## src/rtl/usfrb_defs.vh

```
// constants for the serial frame and receive buffer block
`ifndef USFRB_DEFS_VH
`define USFRB_DEFS_VH
`define USFRB_SIZE_5 3'h0
`define USFRB_SIZE_9 3'h7
`define USFRB_PAR_NONE 2'h0
`define USFRB_PAR_EVEN 2'h2
`define USFRB_PAR_ODD 2'h3
`define USFRB_DIV_DEF 16'h0010
`define USFRB_FIFO_DEPTH 2
`endif

```

## src/rtl/usfrb_usart.v

```verilog
// frame transmitter, receiver and two-entry receive buffer
`include "usfrb_defs.vh"
`default_nettype none
module usfrb_usart #(
    parameter [15:0] BIT_DIV = `USFRB_DIV_DEF
) (
    // clock and reset
    input wire clk,
    input wire rst_n,
    // configuration
    input wire syncMode,
    input wire syncClockPolarity,
    input wire [2:0] characterSizeCode,
    input wire [1:0] parityMode,
    input wire twoStopBits,
    // transmit request
    input wire txValid,
    input wire [8:0] txData,
    output reg txReady,
    // receive buffer read
    input wire dataRead,
    output reg rxValid,
    output reg [7:0] serialDataReg,
    output reg receivedNinthBit,
    output reg framingErrorFlag,
    output reg dataOverrunFlag,
    output reg parityErrorFlag,
    // serial lines
    input wire rxdPin,
    input wire syncSerialClock,
    output reg txdPin
);
    localparam S_IDLE = 2'h0;
    localparam S_BITS = 2'h1;
    function par9;
        input [8:0] d;
        input [3:0] n;
        input odd;
        integer i;
        begin
            par9 = odd;
            for (i = 0; i < 9; i = i + 1)
                if (i < n)
                    par9 = par9 ^ d[i];
        end
    endfunction

    ////////////////////////////////////////////////////////////////////////
    // input synchronisers
    reg [1:0] rxSync_r;
    reg [1:0] ckSync_r;
    reg ckPrev_r;
    reg rxPrev_r;
    always @(posedge clk or negedge rst_n)
    begin
        if (!rst_n)
        begin
            rxSync_r <= 2'h3;
            ckSync_r <= 2'h0;
            ckPrev_r <= 1'b0;
            rxPrev_r <= 1'b1;
        end
        else
        begin
            rxSync_r <= {rxSync_r[0], rxdPin};
            ckSync_r <= {ckSync_r[0], syncSerialClock};
            ckPrev_r <= ckSync_r[1];
            rxPrev_r <= rxSync_r[1];
        end
    end
    wire rxIn = rxSync_r[1];
    wire ckRise = ckSync_r[1] & ~ckPrev_r;
    wire ckFall = ~ckSync_r[1] & ckPrev_r;
    wire sampleEdge = syncClockPolarity ? ckFall : ckRise;
    wire changeEdge = syncClockPolarity ? ckRise : ckFall;

    wire [3:0] nData = {1'b0, characterSizeCode[2] ?
        3'h4 : characterSizeCode} + 4'h5;
    wire parOn = parityMode[1];
    wire parOdd = parityMode[0];
    wire [3:0] nBits = nData + {3'h0, parOn} + {3'h0, twoStopBits} + 4'h2;

    ////////////////////////////////////////////////////////////////////////
    // async bit timing
    reg [15:0] txDiv_r;
    wire txTick = syncMode ? changeEdge : (txDiv_r == 16'h0000);
    always @(posedge clk or negedge rst_n)
    begin
        if (!rst_n)
            txDiv_r <= 16'h0000;
        else if (txDiv_r == 16'h0000)
            txDiv_r <= BIT_DIV - 16'h0001;
        else
            txDiv_r <= txDiv_r - 16'h0001;
    end

    ////////////////////////////////////////////////////////////////////////
    // transmitter
    reg [1:0] txState_r;
    reg [11:0] txShift_r;
    reg [3:0] txCnt_r;
    reg txLoad_r;
    always @(posedge clk or negedge rst_n)
    begin
        if (!rst_n)
        begin
            txState_r <= S_IDLE;
            txShift_r <= 12'hfff;
            txCnt_r <= 4'h0;
            txdPin <= 1'b1;
            txReady <= 1'b1;
            txLoad_r <= 1'b0;
        end
        else
        begin
            case (txState_r)
                S_IDLE:
                begin
                    txdPin <= 1'b1;
                    if (txValid && txReady)
                    begin
                        txReady <= 1'b0;
                        txLoad_r <= 1'b1;
                    end
                    if (txLoad_r && txTick)
                    begin
                        txLoad_r <= 1'b0;
                        txShift_r <= ({12'hfff} << (nData + {3'h0, parOn}))
                            | ({11'h0, parOn &
                               par9(txData, nData, parOdd)} << nData)
                            | ({3'h0, txData} &
                               ~(12'hfff << nData));
                        txdPin <= 1'b0;
                        txCnt_r <= nBits - 4'h1;
                        txState_r <= S_BITS;
                    end
                end
                S_BITS:
                begin
                    if (txTick)
                    begin
                        txdPin <= txShift_r[0];
                        txShift_r <= {1'b1, txShift_r[11:1]};
                        txCnt_r <= txCnt_r - 4'h1;
                        if (txCnt_r == 4'h1)
                        begin
                            txState_r <= S_IDLE;
                            txReady <= 1'b1;
                        end
                    end
                end
                default:
                    txState_r <= S_IDLE;
            endcase
        end
    end

    ////////////////////////////////////////////////////////////////////////
    // receiver
    reg [1:0] rxState_r;
    reg [15:0] rxDiv_r;
    reg [3:0] rxCnt_r;
    reg [9:0] rxShift_r;
    reg rxPar_r;
    reg rxPush_r;
    reg [11:0] rxWord_r;
    wire rxTick = syncMode ? sampleEdge : (rxDiv_r == 16'h0000);
    wire [3:0] nBody = nData + {3'h0, parOn};
    always @(posedge clk or negedge rst_n)
    begin
        if (!rst_n)
        begin
            rxState_r <= S_IDLE;
            rxDiv_r <= 16'h0000;
            rxCnt_r <= 4'h0;
            rxShift_r <= 10'h000;
            rxPar_r <= 1'b0;
            rxPush_r <= 1'b0;
            rxWord_r <= 12'h000;
        end
        else
        begin
            rxPush_r <= 1'b0;
            if (rxDiv_r != 16'h0000)
                rxDiv_r <= rxDiv_r - 16'h0001;
            case (rxState_r)
                S_IDLE:
                    if ((syncMode && sampleEdge && !rxIn) ||
                        (!syncMode && !rxIn && rxPrev_r))
                    begin
                        rxDiv_r <= BIT_DIV + (BIT_DIV >> 1) - 16'h0001;
                        rxCnt_r <= 4'h0;
                        rxPar_r <= parOdd;
                        rxState_r <= S_BITS;
                    end
                S_BITS:
                    if (rxTick)
                    begin
                        rxDiv_r <= BIT_DIV - 16'h0001;
                        rxCnt_r <= rxCnt_r + 4'h1;
                        if (rxCnt_r < nBody)
                        begin
                            rxShift_r[rxCnt_r] <= rxIn;
                            rxPar_r <= rxPar_r ^ rxIn;
                        end
                        else
                        begin
                            rxWord_r <= {!rxIn, parOn & rxPar_r, 1'b0,
                                rxShift_r[8:0] & ~(9'h1ff << nData)};
                            rxPush_r <= 1'b1;
                            rxState_r <= S_IDLE;
                        end
                    end
                default:
                    rxState_r <= S_IDLE;
            endcase
        end
    end

    ////////////////////////////////////////////////////////////////////////
    // two-entry receive buffer
    reg [11:0] fifo_r [0:`USFRB_FIFO_DEPTH-1];
    reg wrPtr_r;
    reg rdPtr_r;
    reg [1:0] count_r;
    reg overrun_r;
    wire pop = dataRead && count_r != 2'h0;
    wire push = rxPush_r && (count_r != 2'h2 || pop);
    wire [1:0] countNxt = count_r + {1'b0, push} - {1'b0, pop};
    wire rdNxt = rdPtr_r ^ pop;
    wire [11:0] head = fifo_r[rdNxt];
    wire [11:0] shown = count_r[1] ? head :
        {rxWord_r[11:10], overrun_r, rxWord_r[8:0]};
    always @(posedge clk or negedge rst_n)
    begin
        if (!rst_n)
        begin
            fifo_r[0] <= 12'h000;
            fifo_r[1] <= 12'h000;
            wrPtr_r <= 1'b0;
            rdPtr_r <= 1'b0;
            count_r <= 2'h0;
            overrun_r <= 1'b0;
            rxValid <= 1'b0;
            serialDataReg <= 8'h00;
            receivedNinthBit <= 1'b0;
            framingErrorFlag <= 1'b0;
            parityErrorFlag <= 1'b0;
            dataOverrunFlag <= 1'b0;
        end
        else
        begin
            if (rxPush_r && !push)
                overrun_r <= 1'b1;
            if (push)
            begin
                fifo_r[wrPtr_r] <= {rxWord_r[11:10], overrun_r,
                    rxWord_r[8:0]};
                overrun_r <= 1'b0;
                wrPtr_r <= ~wrPtr_r;
            end
            rdPtr_r <= rdNxt;
            count_r <= countNxt;
            rxValid <= countNxt != 2'h0;
            // flags and ninth bit follow head entry
            if (countNxt == 2'h0)
            begin
                serialDataReg <= 8'h00;
                {framingErrorFlag, parityErrorFlag, dataOverrunFlag,
                    receivedNinthBit} <= 4'h0;
            end
            else if (count_r == 2'h0 || pop)
            begin
                serialDataReg <= shown[7:0];
                receivedNinthBit <= shown[8];
                framingErrorFlag <= shown[11];
                parityErrorFlag <= shown[10];
                dataOverrunFlag <= shown[9];
            end
        end
    end
endmodule
`default_nettype wire

```

## config.mk

```make
export PLATFORM = sky130hd
export DESIGN_NAME = usfrb_usart
export DESIGN_NICKNAME = d
export VERILOG_FILES = /design/src/rtl/usfrb_usart.v
export VERILOG_INCLUDE_DIRS = /design/src /design/src/rtl
export SDC_FILE = /design/constraint.sdc
export NUM_CORES = 1
export LEC_CHECK = 0
export BUFFER_PORTS_ARGS = -buffer_cell sky130_fd_sc_hd__buf_2
export CORE_ASPECT_RATIO = 1.4
export CORE_MARGIN = 2
export CORE_UTILIZATION = 57
export CTS_BUF_LIST = sky130_fd_sc_hd__clkbuf_4 sky130_fd_sc_hd__clkbuf_8
export CTS_CLUSTER_DIAMETER = 150
export DETAILED_ROUTE_END_ITERATION = 6
export MAX_ROUTING_LAYER = met4
export PLACE_DENSITY = 0.88
export SYNTH_ARGS = -nofsm -noshare
export SYNTH_HDL_FRONTEND = slang
export SYNTH_SLANG_ARGS = --single-unit
```

## constraint.sdc

```tcl
create_clock -name clk -period 2.7 [get_ports clk]
set_input_delay 0.135 -clock clk [delete_from_list [all_inputs] [get_ports clk]]
set_output_delay 0.135 -clock clk [all_outputs]
set_load 0.03 [all_outputs]
```

### Word level (Yosys, flattened, before mapping)

Index checks and enable logic that the tools add are counted.

| operators by class | value |
|---|---|
| $add $sub $neg | 11 |
| $lt $le $gt $ge | 15 |
| equality and inequality tests | 12 |
| shift operators | 4 |
| multiplexer cells | 92 |
| bitwise gates (word level) | 27 |
| reduce and logical (&&, ||, !) cells | 41 |

Operators with widths:

| operator | count |
|---|---|
| $mux 12 | 7 |
| $mux 16 | 4 |
| $mux 1 | 55 |
| $logic_not 16->1 | 2 |
| $pmux 16 s2 | 1 |
| $sub 16x1->16 const B | 2 |
| $bwmux 24 | 1 |
| $or 12x12->12 | 2 |
| $pmux 12 s2 | 1 |
| $shl 12x4->12 const A | 2 |
| $ne 2x2->1 const B | 9 |
| $reduce_and 3->1 | 6 |
| $lt 3x4->1 const A | 4 |
| $mux 4 | 4 |
| $mux 8 | 2 |
| $pmux 4 s2 | 2 |
| $reduce_bool 16->1 | 1 |
| $reduce_bool 2->1 | 7 |
| $and 9x12->12 | 1 |
| $demux 12 s1 | 1 |
| $mux 2 | 6 |
| $not 12->12 | 1 |
| $shl 1x4->12 | 1 |
| $logic_and 1x1->1 | 11 |
| other kinds (34) | 69 |

| storage, ports and cells | value |
|---|---|
| bits in registers | 130 |
| input bits | 23 |
| output and inout bits | 15 |
| word-level logic and storage cells | 232 |

### Logic depth before layout (Yosys ltp)

Gate-level depths: netlist (run 1).

| logic depth | value |
|---|---|
| depth in word-level cells | 45 |
| depth in mapped cells | 16 |
| gate-level depth less buffers | 12 |

### Worst setup path before layout (run 1)

OpenSTA, ideal clock, no wires.

| timing | value |
|---|---|
| path type | in2reg |
| start point | input characterSizeCode[2] |
| end point | register rxShift_r[4] |
| setup time | 125 ps |
| data arrival time | 3119 ps |
| required time | 2575 ps |
| slack | -544 ps |
| stages | 14 |
| buffers on the path | 3 |
| cells stage by stage | buf_4 clkbuf_1 nand2b_1 inv_1 ha_1 buf_2 xnor3_1 inv_1 ha_1 a21oi_1 o2111ai_4 nor3b_4 nand2_1 mux2_4 |

| on the way | value |
|---|---|
| longest elaborated chain between the ends | 5 |

Ends and longest elaborated chain:

| what | RTL line | source |
|---|---|---|
| start, declared | usfrb_usart.v:13 | `input wire [2:0] characterSizeCode,` |
| $mux 3 | usfrb_usart.v:77 | `wire [3:0] nData = {1'b0, characterSizeCode[2] ?` |
| $add 3x3->4 | usfrb_usart.v:78 | `3'h4 : characterSizeCode} + 4'h5;` |
| $add 4x1->4 | usfrb_usart.v:168 | `wire [3:0] nBody = nData + {3'h0, parOn};` |
| $lt 4x4->1 | usfrb_usart.v:201 | `if (rxCnt_r < nBody)` |
| $reduce_and 3->1 (no line) | - |  |
| end signal, assigned by index | usfrb_usart.v:203 | `rxShift_r[rxCnt_r] <= rxIn;` |
| end, declared | usfrb_usart.v:163 | `reg [9:0] rxShift_r;` |

Every way passes these cells.
A chain may end at the register's enable or synchronous reset.

### Worst setup path in the final report (run 1)

| timing | value |
|---|---|
| start point | register txDiv_r[4] |
| end point | register txShift_r[1] |

| on the way | value |
|---|---|
| longest elaborated chain between the ends | 5 |
| elaborated cells between the ends (all ways) | 6 |
| classes of those cells | eq/ne (2); mux (1); reduce/logical (3) |

Ends and longest elaborated chain:

| what | RTL line | source |
|---|---|---|
| start, declared | usfrb_usart.v:85 | `reg [15:0] txDiv_r;` |
| start signal, assigned | usfrb_usart.v:92 | `txDiv_r <= BIT_DIV - 16'h0001;` |
| start signal, assigned | usfrb_usart.v:94 | `txDiv_r <= txDiv_r - 16'h0001;` |
| $logic_not 16->1 * | usfrb_usart.v:86 | `wire txTick = syncMode ? changeEdge : (txDiv_r == 16'h0000);` |
| $mux 1 * | usfrb_usart.v:86 |  |
| $logic_and 1x1->1 | usfrb_usart.v:125 | `if (txLoad_r && txTick)` |
| $ne 2x2->1 (no line) | - |  |
| $reduce_and 3->1 (no line) * | - |  |
| end signal, assigned | usfrb_usart.v:128 | `txShift_r <= ({12'hfff} << (nData + {3'h0, parOn}))` |
| end signal, assigned | usfrb_usart.v:143 | `txShift_r <= {1'b1, txShift_r[11:1]};` |
| end, declared | usfrb_usart.v:100 | `reg [11:0] txShift_r;` |

Every way passes the cells marked *; elsewhere a longest branch is shown, timed or not.

==> results of run 1 <==
per-stage QoR:
step	total power (W)	cells	cell area (µm²)	setup slack, ns
after global placement	0.00520	869	7430	0.0299
after global routing	0.00753	905	7900	0.00193
after floorplan	0.00469	679	6970	-0.180
after detailed placement	0.00534	869	7430	-0.0689
after CTS	0.00710	905	7880	0.00267
final	0.00710	905	7900	0.198
metal layers:
metal / vias to the layer above / global-route usage [%] / wire length [µm]
met4: 0 / 10.0 / 418
met1: 2694 / 29.6 / 6360
met3: 27 / 5.26 / 689
met2: 162 / 44.0 / 8190
li1: 2532 / - / -
met5: - / - / 0
cell usage after synthesis (5+ instances only):
cell type	instances	area, µm²
nor3_1	13	65.1
dfstp_2	17	447
o21ai_0	68	340
or3_1	11	68.8
ha_1	21	263
mux2i_1	16	160
nand4_1	7	43.8
nor2_1	59	221
clkbuf_1	16	60.1
a21oi_1	21	105
o22ai_1	5	31.3
o31ai_1	5	37.5
nand3_1	15	75.1
xnor2_1	17	149
nand2_1	82	308
nor4_1	6	37.5
nor3b_1	6	45.0
nand2b_1	9	56.3
inv_1	29	109
dfrtp_1	110	2750
a31oi_1	7	43.8
mux2_2	28	315
xor2_1	14	123
kinds of logic (layout without fill, tap and decap cells):
kind of cell / count (synthesis) / count (layout) / synth area share [%]
flops: 127 / 127 / 46.5
fa+ha+maj: 21 / 21 / 3.82
xor+xnor: 32 / 32 / 4.28
mux: 52 / 52 / 8.44
simple gates: 240 / 240 / 18.0
buf+inv: 53 / 132 / 3.57
compound gates: 154 / 154 / 15.3
registers in the layout, summed over array words and instances, names as in the netlist, 2 cells and up:
| signal | count |
|---|---|
| fifo_r | 24 |
| rxDiv_r | 16 |
| txDiv_r | 16 |
| txShift_r | 12 |
| rxWord_r | 11 |
| rxShift_r | 9 |
| serialDataReg | 8 |
| rxCnt_r | 4 |
| txCnt_r | 4 |
| ckSync_r | 2 |
| count_r | 2 |
| rxSync_r | 2 |
timing repair:
item,CTS,global route
endpoints found under the setup margin,12,13
endpoints found under the hold margin,37,0
hold buffers,4,0
cloned,0,0
resized for setup,1,3
power by group:
part	internal [W]	switching (W)
combinational	0.00101	0.00141
sequential	0.00244	0.000519
clock	0.000890	0.000830
total	0.00435	0.00275
final timing paths:
check	from	endpoint
worst max-delay path	txDiv_r[4]	txShift_r[1]
worst min-delay path	parityMode[0]	rxPar_r
worst max register to register	txDiv_r[4]	txShift_r[1]
worst min register to register	ckSync_r[0]	ckSync_r[1]
max in group asynchronous	rst_n	rxPrev_r
min in group asynchronous	rst_n	txCnt_r[1]
cell type report:
cell class	instances	area, µm²
clock inverter	13	153
fill	886	3930
sequential	127	3200
timing repair buffer	70	470
tap	147	184
inverter	30	118
multi-input combinational	499	3510
clock buffer	19	262
==> results.json, run 1 <==
{
  "antenna_found_initial": 0,
  "synth_area_um2": 6880,
  "cp_slowest_cell": "nor4_1",
  "cp_top_family": "simple AND/OR/NAND/NOR gates",
  "crit_path_cell_trace": "nor4_1 > nand3_1 > o31ai_4 > nand2_2 > o22ai_2 > a31o_2 > o41ai_2",
  "finalSetupTns_ns": 0,
  "synth_cells": 679,
  "syn-num-nets": 723,
  "final-setup-viol-count": 0,
  "async_reset_ff_share_pct": 100,
  "hold_viol": 0,
  "status": "finished clean",
  "row_count": 47,
  "final_common_cell": "dfrtp_1",
  "dieArea_um2": 13000,
  "final_cell_mix": "110 x dfrtp_1, 82 x nand2_1, 66 x o21ai_0, 59 x nor2_1, 36 x buf_2",
  "p_per_area_nw_per_um2": 900,
  "start_util_pct": 58.2,
  "hold_depth": 2,
  "vias_per_cell": 5.98,
  "max_freq_mhz": 400,
  "die_h_um": 134,
  "cts_buffers": 17,
  "pin_count": 38,
  "clkTransAtPathRegs_ns": 0.08,
  "cp_num_cells": 7,
  "rsz0062_at_grt": "false",
  "max_slew_margin_pct": 55.9,
  "yosysUniqueCellTypes": 82,
  "io_buffers": 37,
  "worstPathMaxFanout": 9,
  "route.detailed.drc": 0,
  "min_period_over_period_pct": 92.6,
  "p_leak_nw": 3.62,
  "design.core.area_um2": 11800,
  "worst_pin_slew_ns": 0.662,
  "fin_util_pct": 66.8,
  "overflow": 0,
  "grt_pass1_vias": 5482,
  "critPathMaxStageDelay_ns": 0.50,
  "fin_skew_ns": 0.0166,
  "synth-main-ff-cell": "dfrtp_1",
  "h-tree-depth": 4,
  "r2r_setup_slack_ns": 0.20,
  "crit_type": "reg2reg",
  "grt_pass1_wl_um": 26100,
  "wl_per_cell_um": 17.3,
  "ant_nets": 0,
  "insertion_delay_ns": 0.46,
  "diodes": 0,
  "ys_warn_count": 0,
  "synth_area_per_cell_um2": 10.1,
  "hold_path_class": "in2reg",
  "cts_num_sinks": 127,
  "critical_path.startpoint_type": "flip-flop",
  "root_buffer": "clkbuf_8",
  "finish.net_count": 789,
  "place.gp.congestion": 0.937,
  "whs_ns": 0.0283,
  "synth_edf_count": 0,
  "vias": 5415,
  "post-cts-setup-buffer-count": 0,
  "dp_hpwl_um": 11200,
  "arrival_ns": 2.88,
  "drive_above_1_share_pct": 26.5,
  "end_kind": "flip-flop",
  "initialDrtViolationCount": 297,
  "slew_violations": 0,
  "critical_path_buf_inv_count": 0,
  "die_x_um": 96.8,
  "dr.pass1.iters": 5,
  "peakVddDrop_mv": 0.455,
  "synth.yosys.seq_area_share_pct": 46.5,
  "cts_buffer_depth": 2,
  "grt_max_degree": 51,
  "rr_worst_depth": 7,
  "grt.total_usage_pct": 25.6,
  "crit_required_ns": 3.07,
  "wl_um": 15700,
  "cap_violations": 0,
  "cts_tree": "built",
  "finalCriticalPeriod_ns": 2.50,
  "ys_seq_elements": 127,
  "syn_to_final_growth_pct": 14.8
}
Note: power is estimated with default switching activity, not from simulation.
==> run 2, diff against run 1 <==
--- a/config.mk
+++ b/config.mk
@@ -15,6 +15,7 @@
 export DETAILED_ROUTE_END_ITERATION = 6
 export MAX_ROUTING_LAYER = met4
 export PLACE_DENSITY = 0.88
+export RECOVER_POWER = 25
 export SYNTH_ARGS = -nofsm -noshare
 export SYNTH_HDL_FRONTEND = slang
 export SYNTH_SLANG_ARGS = --single-unit
==> run 2 against run 1 <==
Worst setup slack improved by 0.021 ns. Non-clock buffer count unchanged. Largest power group unchanged. Cell area about the same. Combinational power about the same. Register-to-register slack improved by 0.02 ns. Maximum frequency increased by 0.83%. Highest routed layer unchanged. Clock-buffer cell count unchanged. Critical path depth unchanged. Power about the same. Global-route usage unchanged.
==> results.json, run 2 (synthesis results as in run 1) <==
{
  "finish.net_count": 789,
  "fillers": 888,
  "p_sw_share_pct": 38.7,
  "internal_power_w": 0.00435,
  "max_freq_mhz": 403,
  "met3WireLength_um": 652,
  "arrival_ns": 2.86,
  "syn_to_final_growth_pct": 14.7,
  "wl_um": 15600,
  "route.detailed.drc": 0,
  "timing.rr.start": "txDiv_r[4]",
  "largest_reg_flops": 24,
  "hold_depth": 2,
  "hold_viol": 0,
  "m1WireLength_um": 6350,
  "h-tree-depth": 4,
  "drive_above_1_share_pct": 26.3,
  "cts_buffers": 17,
  "crit_required_ns": 3.07,
  "final-setup-viol-count": 0,
  "whs_ns": 0.0319,
  "holdPathEnd": "rxPar_r",
  "end_kind": "flip-flop",
  "fin_ws_ns": 0.219,
  "p_comb_share_pct": 34.1,
  "clkTransAtPathRegs_ns": 0.08,
  "routed-wl-met2_um": 8200,
  "rsz0062_at_grt": "false",
  "dp_hpwl_um": 11200,
  "critical_path.startpoint_type": "flip-flop",
  "max_slew_margin_pct": 13.9,
  "grt.total_usage_pct": 25.6,
  "die_x_um": 96.8,
  "grt_max_degree": 51,
  "cts_tree": "built",
  "dieArea_um2": 13000,
  "ant_nets": 0,
  "initialDrtViolationCount": 325,
  "grt_pass1_wl_um": 26100,
  "die_h_um": 134,
  "fin_skew_ns": 0.0123,
  "cap_violations": 0,
  "wl_per_cell_um": 17.3,
  "power.total_w": 0.00710,
  "p_per_area_nw_per_um2": 899,
  "clockPowerShare_pct": 24.2,
  "r2r_setup_slack_ns": 0.22,
  "vias": 5421,
  "start_util_pct": 58.2,
  "finalNonFillerCells": 905,
  "final_common_cell": "dfrtp_1",
  "place_ws_ns": -0.0689,
  "p_leak_nw": 3.61,
  "pin_count": 38,
  "grt_pass1_vias": 5482,
  "cts_buffer_depth": 2,
  "slew_violations": 0,
  "hold_path_class": "in2reg",
  "worst_pin_slew_ns": 1.29,
  "finalCriticalPeriod_ns": 2.48,
  "vias_per_cell": 5.99,
  "worstHoldStart": "parityMode[0]",
  "design.core.area_um2": 11800,
  "place.gp.congestion": 0.937,
  "crit_type": "reg2reg",
  "rr_worst_depth": 7,
  "io_buffers": 37,
  "largest-register": "fifo_r",
  "root_buffer": "clkbuf_8",
  "sequentialPowerShare_pct": 41.7,
  "cp-startpoint": "txDiv_r[4]",
  "row_count": 47,
  "dr.pass1.iters": 4,
  "reg2reg_to": "txShift_r[1]",
  "overflow": 0,
  "diodes": 0,
  "worstPathMaxFanout": 9,
  "final_cell_mix": "110 x dfrtp_1, 82 x nand2_1, 66 x o21ai_0, 59 x nor2_1, 36 x buf_2",
  "antenna_found_initial": 0,
  "cts_num_sinks": 127,
  "reg.largest.list": "fifo_r: 24 flops, rxDiv_r: 16 flops, txDiv_r: 16 flops",
  "dp.cells": 869,
  "status": "finished clean",
  "power.switching_w": 0.00275,
  "top_layer": "met4",
  "min_period_over_period_pct": 91.9,
  "insertion_delay_ns": 0.45,
  "peakVddDrop_mv": 0.455
}
run 2: worst max-delay path by stage:
| stage | slack, ns | cells past startpoint | end |
|---|---|---|---|
| finish | 0.22 | 7 | txShift_r[1] |
| global route | 0.002 | 7 | txShift_r[10] |
| CTS | 0.003 | 10 | serialDataReg[6] |
| detailed placement | -0.07 | 10 | serialDataReg[6] |
| global placement | 0.03 | 13 | rxShift_r[5] |
| floorplan | -0.18 | 14 | rxShift_r[4] |
run 2: power by group through the flow:
stage	Sequential (W)	Combinational, W	Clock (W)
2_1_floorplan	0.00294	0.00175	0
3_3_place_gp	0.00294	0.00226	0
3_5_place_dp	0.00297	0.00237	0
4_1_cts	0.00295	0.00241	0.00174
5_1_grt	0.00302	0.00268	0.00183
6_report	0.00296	0.00242	0.00172
run 2: final cells by class:
class	count	area (µm²)	area share [%]
multi-input cells	499	3510	44.5
flip-flops and latches	127	3200	40.6
repair buffers	70	464	5.88
clock buffers	19	262	3.31
well taps	147	184	2.33
clock inverters	13	153	1.93
inverters	30	118	1.49
run 2: critical path: stages, from the launching register on:
cell and delay, ns:
dfrtp_1 0.41, nor4_1 0.50, nand3_1 0.33, o31ai_4 0.47, nand2_2 0.23, o22ai_2 0.26, a31o_2 0.15, o41ai_2 0.06
run 2: through the flow:
step / cell area, µm² / utilization (%) / setup TNS [ns]
after floorplan: 6970 / - / -1.31
after global placement: 7430 / 62.9 / 0
after detailed placement: 7430 / 62.9 / -0.493
after CTS: 7880 / 66.7 / 0
after global routing: 7890 / 66.7 / 0
final: 7890 / 66.7 / 0
run 2: metal layers:
layer  up-vias  global-route usage [%]
li1       2541                       -
met1      2694                    29.6
met2       157                    44.0
met3        29                    5.26
met4         0                    10.0
met5         -                       -
run 2: repair_timing:
| action | CTS | global route |
|---|---|---|
| endpoints found under the setup margin | 12 | 13 |
| gates cloned | 0 | 0 |
| gates resized for setup | 1 | 3 |
| setup buffers | 0 | 0 |
| hold buffers | 4 | 0 |
| pin swaps | 0 | 0 |
| hold endpoints to repair | 37 | 0 |
